<file path="config.mk">
export PLATFORM = sky130hd
export DESIGN_NAME = secondary_serial_rx_slot_map
export DESIGN_NICKNAME = d
export VERILOG_FILES = /design/src/core/slot_map_pkg.sv /design/src/core/word_fifo.sv /design/src/core/secondary_serial_rx_slot_map.sv
export SDC_FILE = /design/constraint.sdc
export NUM_CORES = 1
export LEC_CHECK = 0
export ABC_AREA = 1
export BUFFER_PORTS_ARGS = -buffer_cell sky130_fd_sc_hd__clkbuf_2
export CAP_MARGIN = 20
export CORE_AREA = 2 2 272 274
export CTS_CLUSTER_SIZE = 8
export DETAILED_ROUTE_END_ITERATION = 8
export DIE_AREA = 0 0 274 276
export PLACE_DENSITY = 0.66
export SYNTH_ARGS = -nofsm -noshare
export SYNTH_HDL_FRONTEND = slang
export SYNTH_SLANG_ARGS = --single-unit
</file>
<file path="constraint.sdc">
create_clock -name clock -period 3.7 [get_ports clock]
set_clock_uncertainty 0.05 [all_clocks]
set_input_delay 1.11 -clock clock [delete_from_list [all_inputs] [get_ports clock]]
set_output_delay 1.11 -clock clock [all_outputs]
set_load 0.05 [all_outputs]
</file>
<file path="src/core/slot_map_pkg.sv">
package slot_map_pkg;

  // --------------------------------------------------------------
  // register map
  // --------------------------------------------------------------
  localparam logic [7:0] LANE3_ROUTE_OFFSET = 8'h2A;
  localparam logic [7:0] LANE4_ROUTE_OFFSET = 8'h2B;
  localparam logic [7:0] LANE5_ROUTE_OFFSET = 8'h2C;
  localparam logic [7:0] LANE3_ROUTE_RESET = 8'h02;
  localparam logic [7:0] LANE4_ROUTE_RESET = 8'h03;
  localparam logic [7:0] LANE5_ROUTE_RESET = 8'h04;
  localparam int SLOT_LSB = 0;
  localparam int SLOT_MSB = 4;
  localparam int SOURCE_LSB = 5;
  localparam int SOURCE1_MSB = 5;
  localparam int SOURCE2_MSB = 6;
  localparam logic [4:0] RIGHT_HALF_BASE = 5'h10;

  // --------------------------------------------------------------
  // lane 5 source codes
  // --------------------------------------------------------------
  localparam logic [1:0] SRC_OFF = 2'h0;
  localparam logic [1:0] SRC_PLAYBACK = 2'h1;
  localparam logic [1:0] SRC_LOOPBACK = 2'h2;

  localparam int LANES = 3;
  localparam int WORD_W = 32;
  localparam int FIFO_DEPTH = 16;

  // --------------------------------------------------------------
  // carriers
  // --------------------------------------------------------------
  typedef struct packed {
    logic [4:0] index;
    logic right;
    logic [WORD_W-1:0] data;
  } slot_word_t;

  typedef struct packed {
    logic [1:0] lane;
    logic loopback;
    logic [WORD_W-1:0] data;
  } route_entry_t;

  localparam int ENTRY_W = $bits(route_entry_t);

endpackage

</file>
<file path="src/core/word_fifo.sv">
`timescale 1ns/1ps
module word_fifo #(
  parameter int WIDTH = 32,
  parameter int DEPTH = 16
) (
  // clock and reset
  input wire logic clock,
  input wire logic reset_n,
  // fill side
  input wire logic in_valid,
  output logic in_ready,
  input wire logic [WIDTH-1:0] in_data,
  // drain side
  output logic out_valid,
  input wire logic out_ready,
  output logic [WIDTH-1:0] out_data
);
  localparam int AW = $clog2(DEPTH);

  logic [WIDTH-1:0] mem [DEPTH];
  logic [AW-1:0] wr_q;
  logic [AW-1:0] rd_q;
  logic [AW:0] count_q;
  logic push;
  logic pop;

  assign in_ready = (count_q != (AW+1)'(DEPTH));
  assign out_valid = (count_q != '0);
  assign out_data = mem[rd_q];
  assign push = in_valid && in_ready;
  assign pop = out_valid && out_ready;

  always_ff @(posedge clock) begin
    if (push) begin
      mem[wr_q] <= in_data;
    end
  end

  always_ff @(posedge clock or negedge reset_n) begin
    if (!reset_n) begin
      wr_q <= '0;
      rd_q <= '0;
      count_q <= '0;
    end else begin
      if (push) begin
        wr_q <= (wr_q == AW'(DEPTH-1)) ? '0 : wr_q + 1'b1;
      end
      if (pop) begin
        rd_q <= (rd_q == AW'(DEPTH-1)) ? '0 : rd_q + 1'b1;
      end
      count_q <= count_q + (AW+1)'(push) - (AW+1)'(pop);
    end
  end
endmodule // word_fifo

</file>
<file path="src/core/secondary_serial_rx_slot_map.sv">
`timescale 1ns/1ps
module secondary_serial_rx_slot_map
  import slot_map_pkg::*;
(
  // clock and reset
  input wire logic clock,
  input wire logic reset_n,
  // control port
  input wire logic [7:0] reg_addr,
  input wire logic reg_wr_en,
  input wire logic [7:0] reg_wdata,
  input wire logic reg_rd_en,
  output logic [7:0] reg_rdata,
  // frame format from the serial framer
  input wire logic format_tdm,
  // received slot words
  input wire logic slot_valid,
  output logic slot_ready,
  input wire slot_word_t slot_word,
  // record channel 1 word for loopback
  input wire logic [WORD_W-1:0] loopback_word,
  // routed words toward playback
  output logic route_valid,
  input wire logic route_ready,
  output route_entry_t route_entry
);

  // --------------------------------------------------------------
  // configuration registers
  // --------------------------------------------------------------
  logic [1:0] source_q [LANES];
  logic [4:0] slot_q [LANES];
  logic [7:0] rdata_q;

  localparam logic [7:0] OFFSETS [LANES] = '{
    LANE3_ROUTE_OFFSET, LANE4_ROUTE_OFFSET, LANE5_ROUTE_OFFSET};
  localparam logic [7:0] RESETS [LANES] = '{
    LANE3_ROUTE_RESET, LANE4_ROUTE_RESET, LANE5_ROUTE_RESET};

  genvar g;
  generate
    for (g = 0; g < LANES; g++) begin : g_reg
      always_ff @(posedge clock or negedge reset_n) begin
        if (!reset_n) begin
          slot_q[g] <= RESETS[g][SLOT_MSB:SLOT_LSB];
          source_q[g] <= RESETS[g][SOURCE2_MSB:SOURCE_LSB];
        end else if (reg_wr_en && reg_addr == OFFSETS[g]) begin
          slot_q[g] <= reg_wdata[SLOT_MSB:SLOT_LSB];
          if (g == LANES - 1) begin
            source_q[g] <= reg_wdata[SOURCE2_MSB:SOURCE_LSB];
          end else begin
            // one enable bit only, upper bit held at zero
            source_q[g] <= {1'b0, reg_wdata[SOURCE1_MSB]};
          end
        end
      end
    end
  endgenerate

  // --------------------------------------------------------------
  // read back
  // --------------------------------------------------------------
  logic [7:0] rd_mux;
  always_comb begin
    rd_mux = 8'h00;
    for (int i = 0; i < LANES; i++) begin
      if (reg_addr == OFFSETS[i]) begin
        // reserved bits above the source field read zero
        rd_mux = {1'b0, source_q[i], slot_q[i]};
      end
    end
  end

  always_ff @(posedge clock or negedge reset_n) begin
    if (!reset_n) begin
      rdata_q <= 8'h00;
    end else if (reg_rd_en) begin
      rdata_q <= rd_mux;
    end
  end
  assign reg_rdata = rdata_q;

  // --------------------------------------------------------------
  // slot match per lane
  // --------------------------------------------------------------
  logic [LANES-1:0] hit;
  logic [LANES-1:0] enabled;
  generate
    for (g = 0; g < LANES; g++) begin : g_match
      logic tdm_hit;
      logic half_hit;
      // code 3 on lane 5 is reserved; treated as off
      assign enabled[g] = (source_q[g] == SRC_PLAYBACK) ||
                          (g == LANES - 1 && source_q[g] == SRC_LOOPBACK);
      assign tdm_hit = (slot_word.index == slot_q[g]);
      assign half_hit = slot_q[g] < RIGHT_HALF_BASE ?
        (!slot_word.right && slot_word.index == slot_q[g]) :
        (slot_word.right &&
         slot_word.index == slot_q[g] - RIGHT_HALF_BASE);
      // a disabled lane never captures the word
      assign hit[g] = enabled[g] &&
                      (format_tdm ? tdm_hit : half_hit);
    end
  endgenerate

  // --------------------------------------------------------------
  // capture and fan-out
  // --------------------------------------------------------------
  // one captured word may go to several lanes; they leave one per
  // cycle, so the source is stalled until all copies are queued
  logic [LANES-1:0] pend_q;
  logic [LANES-1:0] pend_d;
  logic [WORD_W-1:0] word_q;
  logic [WORD_W-1:0] loop_q;
  logic loop_sel_q;
  logic ready_q;
  logic [LANES-1:0] pick;
  logic fifo_in_ready;
  logic push;
  logic take;
  route_entry_t push_entry;

  assign take = slot_valid && ready_q;
  assign pick = pend_q & (~pend_q + 1'b1);
  assign push = (pend_q != '0);

  always_comb begin
    push_entry.lane = 2'h0;
    push_entry.loopback = 1'b0;
    push_entry.data = word_q;
    for (int i = 0; i < LANES; i++) begin
      if (pick[i]) begin
        push_entry.lane = 2'(i);
        if (i == LANES - 1 && loop_sel_q) begin
          push_entry.loopback = 1'b1;
          push_entry.data = loop_q;
        end
      end
    end
  end

  always_comb begin
    pend_d = pend_q;
    if (push && fifo_in_ready) begin
      pend_d = pend_q & ~pick;
    end
    if (take) begin
      pend_d = hit;
    end
  end

  always_ff @(posedge clock or negedge reset_n) begin
    if (!reset_n) begin
      pend_q <= '0;
      ready_q <= 1'b0;
    end else begin
      pend_q <= pend_d;
      ready_q <= (pend_d == '0);
    end
  end

  always_ff @(posedge clock or negedge reset_n) begin
    if (!reset_n) begin
      word_q <= '0;
      loop_q <= '0;
      loop_sel_q <= 1'b0;
    end else if (take) begin
      word_q <= slot_word.data;
      loop_q <= loopback_word;
      // source sampled at take, so a later write cannot relabel copies
      loop_sel_q <= (source_q[LANES-1] == SRC_LOOPBACK);
    end
  end
  assign slot_ready = ready_q;

  // --------------------------------------------------------------
  // output register
  // --------------------------------------------------------------
  // keeps route_valid and route_entry off the memory read mux; the
  // queue moves up whenever the register is empty or being drained
  logic fifo_out_valid;
  logic fifo_out_ready;
  route_entry_t fifo_out_data;
  logic out_valid_q;
  route_entry_t out_entry_q;

  assign fifo_out_ready = !out_valid_q || route_ready;

  always_ff @(posedge clock or negedge reset_n) begin
    if (!reset_n) begin
      out_valid_q <= 1'b0;
      out_entry_q <= '0;
    end else if (fifo_out_ready) begin
      out_valid_q <= fifo_out_valid;
      out_entry_q <= fifo_out_data;
    end
  end
  assign route_valid = out_valid_q;
  assign route_entry = out_entry_q;

  // --------------------------------------------------------------
  // output queue
  // --------------------------------------------------------------
  word_fifo #(
    .WIDTH(ENTRY_W),
    .DEPTH(FIFO_DEPTH)
  ) u_fifo (
    .clock(clock),
    .reset_n(reset_n),
    .in_valid(push),
    .in_ready(fifo_in_ready),
    .in_data(push_entry),
    .out_valid(fifo_out_valid),
    .out_ready(fifo_out_ready),
    .out_data(fifo_out_data)
  );

endmodule // secondary_serial_rx_slot_map

</file>
==> results of run 1 <==
==> metal layers <==
layer  part of all wire  GRT usage  vias up  wire length, um
met1               0.42      0.243     9305            30300
met3              0.058     0.0285      133             4180
met4              0.027     0.0705        0             1940
met2               0.49      0.319      626            35000
li1                   -          -     9156                -
met5                  0          0        -                0
==> cell type report <==
class | instances | area share
clock buffers | 175 | 0.0809
clock inverters | 7 | 0.00346
inverters | 54 | 0.00625
multi-input cells | 1703 | 0.227
flip-flops and latches | 704 | 0.608
well taps | 959 | 0.0357
repair buffers | 192 | 0.0390
==> critical path, stage by stage (launching register included) <==
cell and delay [ps]:
dfrtp_1 380, inv_1 100, ha_1 190, nand4_1 350, nand2_1 340, clkinv_1 260
ha_1 300, fa_1 440, a21oi_1 160, nor2_1 60, nor2_1 120, xor2_1 160
==> sequential cells by signal, summed over array words and instances (netlist names) <==
name and flops:
word_q 32, route_entry 35, slot_ready 1, slot_q 15, u_fifo.wr_q 4, u_fifo.rd_q 4, loop_sel_q 1, u_fifo.mem 560
reg_rdata 7, loop_q 32, source_q 4, pend_q 3, u_fifo.count_q 5, route_valid 1
==> worst min path at each step <==
stage,end,slack (ps),cells after the start,from
after CTS,word_q[25],380,1,reset_n
final,word_q[25],380,1,reset_n
after floorplan,loop_q[0],390,2,loop_q[0]
after global routing,word_q[25],400,1,reset_n
after global placement,loop_q[16],410,2,loop_q[16]
after detailed placement,loop_q[2],410,2,loop_q[2]
==> cell usage after synthesis <==
master	n
a21oi_1	75
buf_1	9
buf_2	45
buf_4	22
buf_6	11
clkbuf_1	51
clkinv_1	4
conb_1	1
dfrtp_1	140
dfstp_2	4
edfxtp_1	560
fa_1	1
ha_1	12
inv_1	47
inv_2	3
mux2_2	32
nand2_1	752
nand3_1	248
nand3b_1	1
nand4_1	2
nor2_1	384
nor2_2	2
nor2_4	1
nor3_1	5
nor3_4	1
nor3b_1	1
nor3b_2	1
o211ai_1	1
o21ai_0	120
o21ai_1	50
o31ai_1	1
xor2_1	12
==> power breakdown <==
part / internal, mW / switching, mW / total (mW)
combinational: 1.83 / 4.67 / 6.50
clock: 4.94 / 3.28 / 8.23
sequential: 9.02 / 0.411 / 9.43
total: 15.8 / 8.37 / 24.2
==> cells by family after synthesis <==
family,after synthesis,synth area share
buf+inv,192,0.0326
xor+xnor,12,0.00364
other cells,1,0.000130
compound gates,247,0.0430
simple gates,1398,0.194
flops,704,0.708
fa+ha+maj,13,0.00590
mux,32,0.0125
==> placed cells by master, fill, tap and decap left out, types with 3 or more instances in the layout <==
| cell | instances |
|---|---|
| edfxtp_1 | 560 |
| clkbuf_1 | 78 |
| clkbuf_2 | 134 |
| nor3_1 | 4 |
| clkbuf_16 | 97 |
| ha_1 | 12 |
| nor2_1 | 368 |
| o21ai_0 | 120 |
| a21oi_1 | 75 |
| dfstp_2 | 4 |
| inv_1 | 46 |
| buf_4 | 41 |
| o21ai_1 | 50 |
| clkinv_1 | 4 |
| xor2_1 | 12 |
| nand3_1 | 248 |
| inv_6 | 4 |
| nor2_4 | 18 |
| buf_12 | 16 |
| dfrtp_1 | 137 |
| mux2_2 | 32 |
| nand2_1 | 749 |
| inv_16 | 3 |
==> per-stage QoR <==
stage	cells	cell area [um^2]
6_report	3794	33600
5_1_grt	3794	33600
4_1_cts	3794	33600
3_5_place_dp	3612	30800
3_3_place_gp	3612	30800
2_1_floorplan	2599	28900
==> out/metrics.cfg, run 1 <==
[status]
outcome = completed

[logic_synthesis]
yosysSeqAreaShare = 0.708
ys_warn_count = 0
ys_ff_latch = 704
netlist_area_mm2 = 0.0289
synthDistinctLibCells = 32
synth_top_area_share = 0.583
synth_nets = 2705
synth_top_cell_by_area = edfxtp_1
synthTopCellsByArea = edfxtp_1 (58%), dfrtp_1 (12%), nand2_1 (9.8%)
syn_area_per_cell_um2 = 11.1
synthCells = 2599

[floorplanning]
die_h_um = 276
start_util = 0.398
core_area_mm2 = 0.0726
die-area_mm2 = 0.0756
die_w_um = 274
io_pins = 138
fp-row-count = 99

[clocking]
ctsHoldBuffers = 0
cts.sinks = 704
cts_max_level = 3
cts_setup_buffers = 0
cts_root_buf = clkbuf_16
tritoncts = done
cts-resized-gates = 0
clk_pin_slew_ps = 50
cts_buffer_depth = 3
cts_buffers = 97
clock_latency_ps = 650

[timing]
tightest_slew_ps = 1060
finalCriticalPeriod_ps = 2990
hold_ws_ps = 384
fin_setup_tns_ps = 0
rsz0062_at_grt = false
final_max_slew_viol_count = 0
slew_headroom = 0.296
final-hold-violation-count = 0
max_freq_mhz = 335
min_period_over_period = 0.807
setup_viol = 0
finalWorstSetupSlack_ps = 712

[route]
viasPerCell = 5.07
drt-pass1-iter-count = 6
drt-initial-drc-count = 1564
routedWlPerCell_um = 18.8
route.antenna.remaining_nets = 0
via_count = 19200
routed_wl_um = 71400
drc = 0

[power_and_ir_drop]
powerDensity_mw_per_mm2 = 718
totalPowerFinal_mw = 24.2
power.leakage_nw = 13.2
irDropWorstVdd_mv = 0.415

[worst_setup_path]
regToRegStartpoint = u_fifo.count_q[2]
endpoint = u_fifo.count_q[4]
reg2reg_to = u_fifo.count_q[4]
r2r_cells = 11
crit_arrival_ps = 3500
criticalPathCategory = register to register
cp_max_fo = 8
required_ps = 4210
cp-startpoint = u_fifo.count_q[2]
critical_path.endpoint_type = register
critPathLaunchType = register
rrSetupSlack_ps = 710

[finish]
n_antenna_cell = 0
multiInputGateArea_mm2 = 0.00763
regArea_mm2 = 0.0204
area_delta_synth_final_pct = 16.5
nFillCells = 6576
layout-drive-gt1-share = 0.128
post-route-util = 0.463
nets = 2858

[worst_hold_path]
min_path_type = primary input to async pin

[global_route]
grt_pass1_wl_um = 109000
grt_pass1_vias = 19000
grt_overflow = 0
antenna_found_initial = 0
grt_max_degree = 158
grt_util_all_layers = 0.188

[flow_run]
max_cap_viol_count = 0

[place]
hpwlAfterDp_um = 39700
place_congestion = 0.799
port_buffers = 135
dp_slack_ps = 537

(Power assumes the default switching activity.)
==> run 2, diff against run 1 <==
--- a/config.mk
+++ b/config.mk
@@ -5,14 +5,14 @@
 export SDC_FILE = /design/constraint.sdc
 export NUM_CORES = 1
 export LEC_CHECK = 0
-export ABC_AREA = 1
+export ABC_AREA = 0
 export BUFFER_PORTS_ARGS = -buffer_cell sky130_fd_sc_hd__clkbuf_2
 export CAP_MARGIN = 20
-export CORE_AREA = 2 2 272 274
+export CORE_AREA = 2 2 265 267
 export CTS_CLUSTER_SIZE = 8
 export DETAILED_ROUTE_END_ITERATION = 8
-export DIE_AREA = 0 0 274 276
-export PLACE_DENSITY = 0.66
+export DIE_AREA = 0 0 267 269
+export PLACE_DENSITY = 0.68
 export SYNTH_ARGS = -nofsm -noshare
 export SYNTH_HDL_FRONTEND = slang
 export SYNTH_SLANG_ARGS = --single-unit
==> constraint.sdc (replaced) <==
create_clock -name clock -period 2.6 [get_ports clock]
set_clock_uncertainty 0.05 [all_clocks]
set_input_delay 0.78 -clock clock [delete_from_list [all_inputs] [get_ports clock]]
set_output_delay 0.78 -clock clock [all_outputs]
set_load 0.05 [all_outputs]
==> out/metrics.cfg, run 2 <==
[timing]
final_max_slew_viol_count = 0  ; unchanged
max_freq_mhz = 406  ; +21%
rsz0062_at_grt = false
hold_ws_ps = 34.6  ; -349 ps
setup_viol = 0  ; unchanged
final-hold-violation-count = 0  ; unchanged
min_period_over_period = 0.947  ; +0.139
slew_headroom = 0.519  ; +0.223
fin_setup_tns_ps = 0  ; unchanged
tightest_slew_ps = 703  ; -353 ps
finalCriticalPeriod_ps = 2460  ; -526 ps

[worst_setup_path]
crit_arrival_ps = 2750  ; -750 ps
cp_max_fo = 14  ; +6
rrSetupSlack_ps = 140  ; -570 ps
critPathLaunchType = register
required_ps = 2890  ; -1320 ps
criticalPathCategory = register to register
critical_path.endpoint_type = register

[place]
port_buffers = 135  ; unchanged
hpwlAfterDp_um = 36300  ; -8.4%
place_congestion = 0.790  ; -1.1%

[power_and_ir_drop]
powerDensity_mw_per_mm2 = 978  ; +36%
totalPowerFinal_mw = 32.4  ; +34%
power.leakage_nw = 11.6  ; -12%
irDropWorstVdd_mv = 0.780  ; +88%

[global_route]
grt_pass1_wl_um = 91800  ; -16%
grt_pass1_vias = 15100  ; -21%
grt_max_degree = 68  ; -57%
grt_util_all_layers = 0.171  ; -0.0173
antenna_found_initial = 0  ; unchanged
grt_overflow = 0  ; unchanged

[clocking]
clk_pin_slew_ps = 50  ; about the same
cts_root_buf = clkbuf_16
cts.sinks = 704  ; unchanged
cts_buffer_depth = 3  ; unchanged
cts_max_level = 3  ; unchanged
clock_latency_ps = 640  ; about the same
tritoncts = done
cts_buffers = 98  ; +1.0%
ctsHoldBuffers = 0  ; unchanged

[logic_synthesis]
ys_ff_latch = 704  ; unchanged
synth_top_cell_by_area = edfxtp_1
netlist_area_mm2 = 0.0274  ; -5.1%
synthTopCellsByArea = edfxtp_1 (61%), dfrtp_1 (13%), mux4_2 (8.7%)
synth_flop_cell = edfxtp_1
synthArstFlopShare = 0.205  ; unchanged
synth_edf_count = 560  ; unchanged
yosysSeqAreaShare = 0.745  ; +0.0377
synthDistinctLibCells = 51  ; +59%
synth_nets = 1517  ; -44%
syn_area_per_cell_um2 = 19.4  ; +75%
synthTopCellsByCount = edfxtp_1 (560), dfrtp_1 (140), mux2_2 (119)
synthCells = 1411  ; -46%
ys_warn_count = 0  ; unchanged
synth.most_common_cell = edfxtp_1
synth_top_area_share = 0.614  ; +0.0311

[status]
outcome = completed

[finish]
nets = 1764  ; -38%
final_common_cell = edfxtp_1
top_register = u_fifo.mem
nFillCells = 5704  ; -13%
multiInputGateArea_mm2 = 0.00665  ; -13%
layout-drive-gt1-share = 0.341  ; +0.212
final_cell_mix = edfxtp_1 (560), dfrtp_1 (138), clkbuf_2 (134), mux2_2 (119), mux4_2 (106)
largest_register_ffs = 560  ; unchanged
area_delta_synth_final_pct = 20.9
post-route-util = 0.478  ; +0.0147
regArea_mm2 = 0.0204  ; about the same
n_antenna_cell = 0  ; unchanged

[route]
drc = 0  ; unchanged
drt-pass1-iter-count = 7  ; +1
viasPerCell = 5.25  ; +3.6%
routedWlPerCell_um = 22.5  ; +20%
routed_wl_um = 60500  ; -15%
via_count = 14100  ; -27%
route.antenna.remaining_nets = 0  ; unchanged
drt-initial-drc-count = 1072  ; -31%

[floorplanning]
io_pins = 138  ; unchanged
core_area_mm2 = 0.0693  ; -4.5%
die-area_mm2 = 0.0718  ; -5.0%
die_w_um = 267  ; -2.6%
start_util = 0.395  ; -0.00221
fp-row-count = 97  ; -2.0%
die_h_um = 269  ; -2.5%

[worst_hold_path]
min_path_type = primary input to async pin

[flow_run]
max_cap_viol_count = 0  ; unchanged

run 2: cell types whose count changed in the layout (fill, tap and decap cells not counted), sizes merged, moves of 9 or more:
cell / previous run / this run
o221ai: 0 / 34
inv: 56 / 18
o21ai: 170 / 3
mux2i: 0 / 69
mux4: 0 / 106
nand2: 752 / 14
a22oi: 0 / 35
buf: 58 / 88
and2: 0 / 18
xnor2: 0 / 9
nor2: 387 / 38
nand3: 248 / 15
mux2: 32 / 119
run 2: through the flow:
step / cell area, um^2 / worst slack, ps / instances
after CTS: 33100 / 36.4 / 2683
after floorplan: 27400 / 68.8 / 1411
after detailed placement: 30200 / -107 / 2497
after global placement: 30200 / -5.06 / 2497
after global routing: 33100 / 3.09 / 2684
final: 33100 / 139 / 2684
run 2: cell families (layout without fill, tap and decap cells):
group,count (synthesis),in the layout,share of synthesized area
flip-flops,704,704,0.745
multiplexers,294,294,0.161
AO/OA/AOI/OAI,174,174,0.0427
AND/OR/NAND/NOR,116,116,0.0233
buffers and inverters,90,423,0.0149
XOR/XNOR,19,19,0.00607
adder cells (fa/ha/maj),13,13,0.00621
other,1,1,0.000137
run 2: critical path, stage by stage, from the launching register on:
cell      delay, ps
dfrtp_1         360
inv_1            60
ha_1            210
and4bb_2        260
or2_1           250
buf_4           150
nor3_1          290
and2_2          330
buf_12          190
run 2: where the power goes:
| group | leakage, nW | internal [mW] | switching [mW] | total [mW] |
|---|---|---|---|---|
| clock network | 1.37 | 7.17 | 4.65 | 11.8 |
| logic | 3.53 | 3.05 | 4.28 | 7.33 |
| registers | 6.67 | 12.8 | 0.439 | 13.2 |
| total | 11.6 | 23.0 | 9.37 | 32.4 |
run 2: repair_timing:
item                                   4_1_cts  5_1_grt
gates resized for setup                      1        3
endpoints found under the hold margin        0        0
buffers inserted                             0        1
setup endpoints to repair                    1        1
run 2: area by class of cell:
| cell class | count | area share |
|---|---|---|
| multi-input combinational | 617 | 0.201 |
| tap | 940 | 0.0355 |
| clock inverter | 8 | 0.00374 |
| timing repair buffer | 222 | 0.0577 |
| clock buffer | 178 | 0.0837 |
| inverter | 15 | 0.00170 |
| sequential | 704 | 0.617 |
run 2: path summary, 6_finish.rpt:
| check | cells past startpoint | startpoint | to |
|---|---|---|---|
| min reg2reg | 1 | loop_q[21] | loop_q[21] |
| min in group clock | 2 | slot_word[3] | word_q[3] |
| min | 1 | reset_n | word_q[16] |
| max in group asynchronous | 2 | reset_n | u_fifo.rd_q[0] |
| max reg2reg | 8 | u_fifo.count_q[2] | u_fifo.mem[6][32] |
| max | 8 | u_fifo.count_q[2] | u_fifo.mem[6][32] |
run 2: per-layer routing:
metal | vias up | wire length [um] | share of wire | global-route usage
li1 | 6203 | - | - | -
met1 | 7334 | 25100 | 0.42 | 0.224
met2 | 463 | 30300 | 0.50 | 0.288
met3 | 93 | 3800 | 0.063 | 0.0332
met4 | 0 | 1250 | 0.021 | 0.0565
met5 | - | 0 | 0 | 0
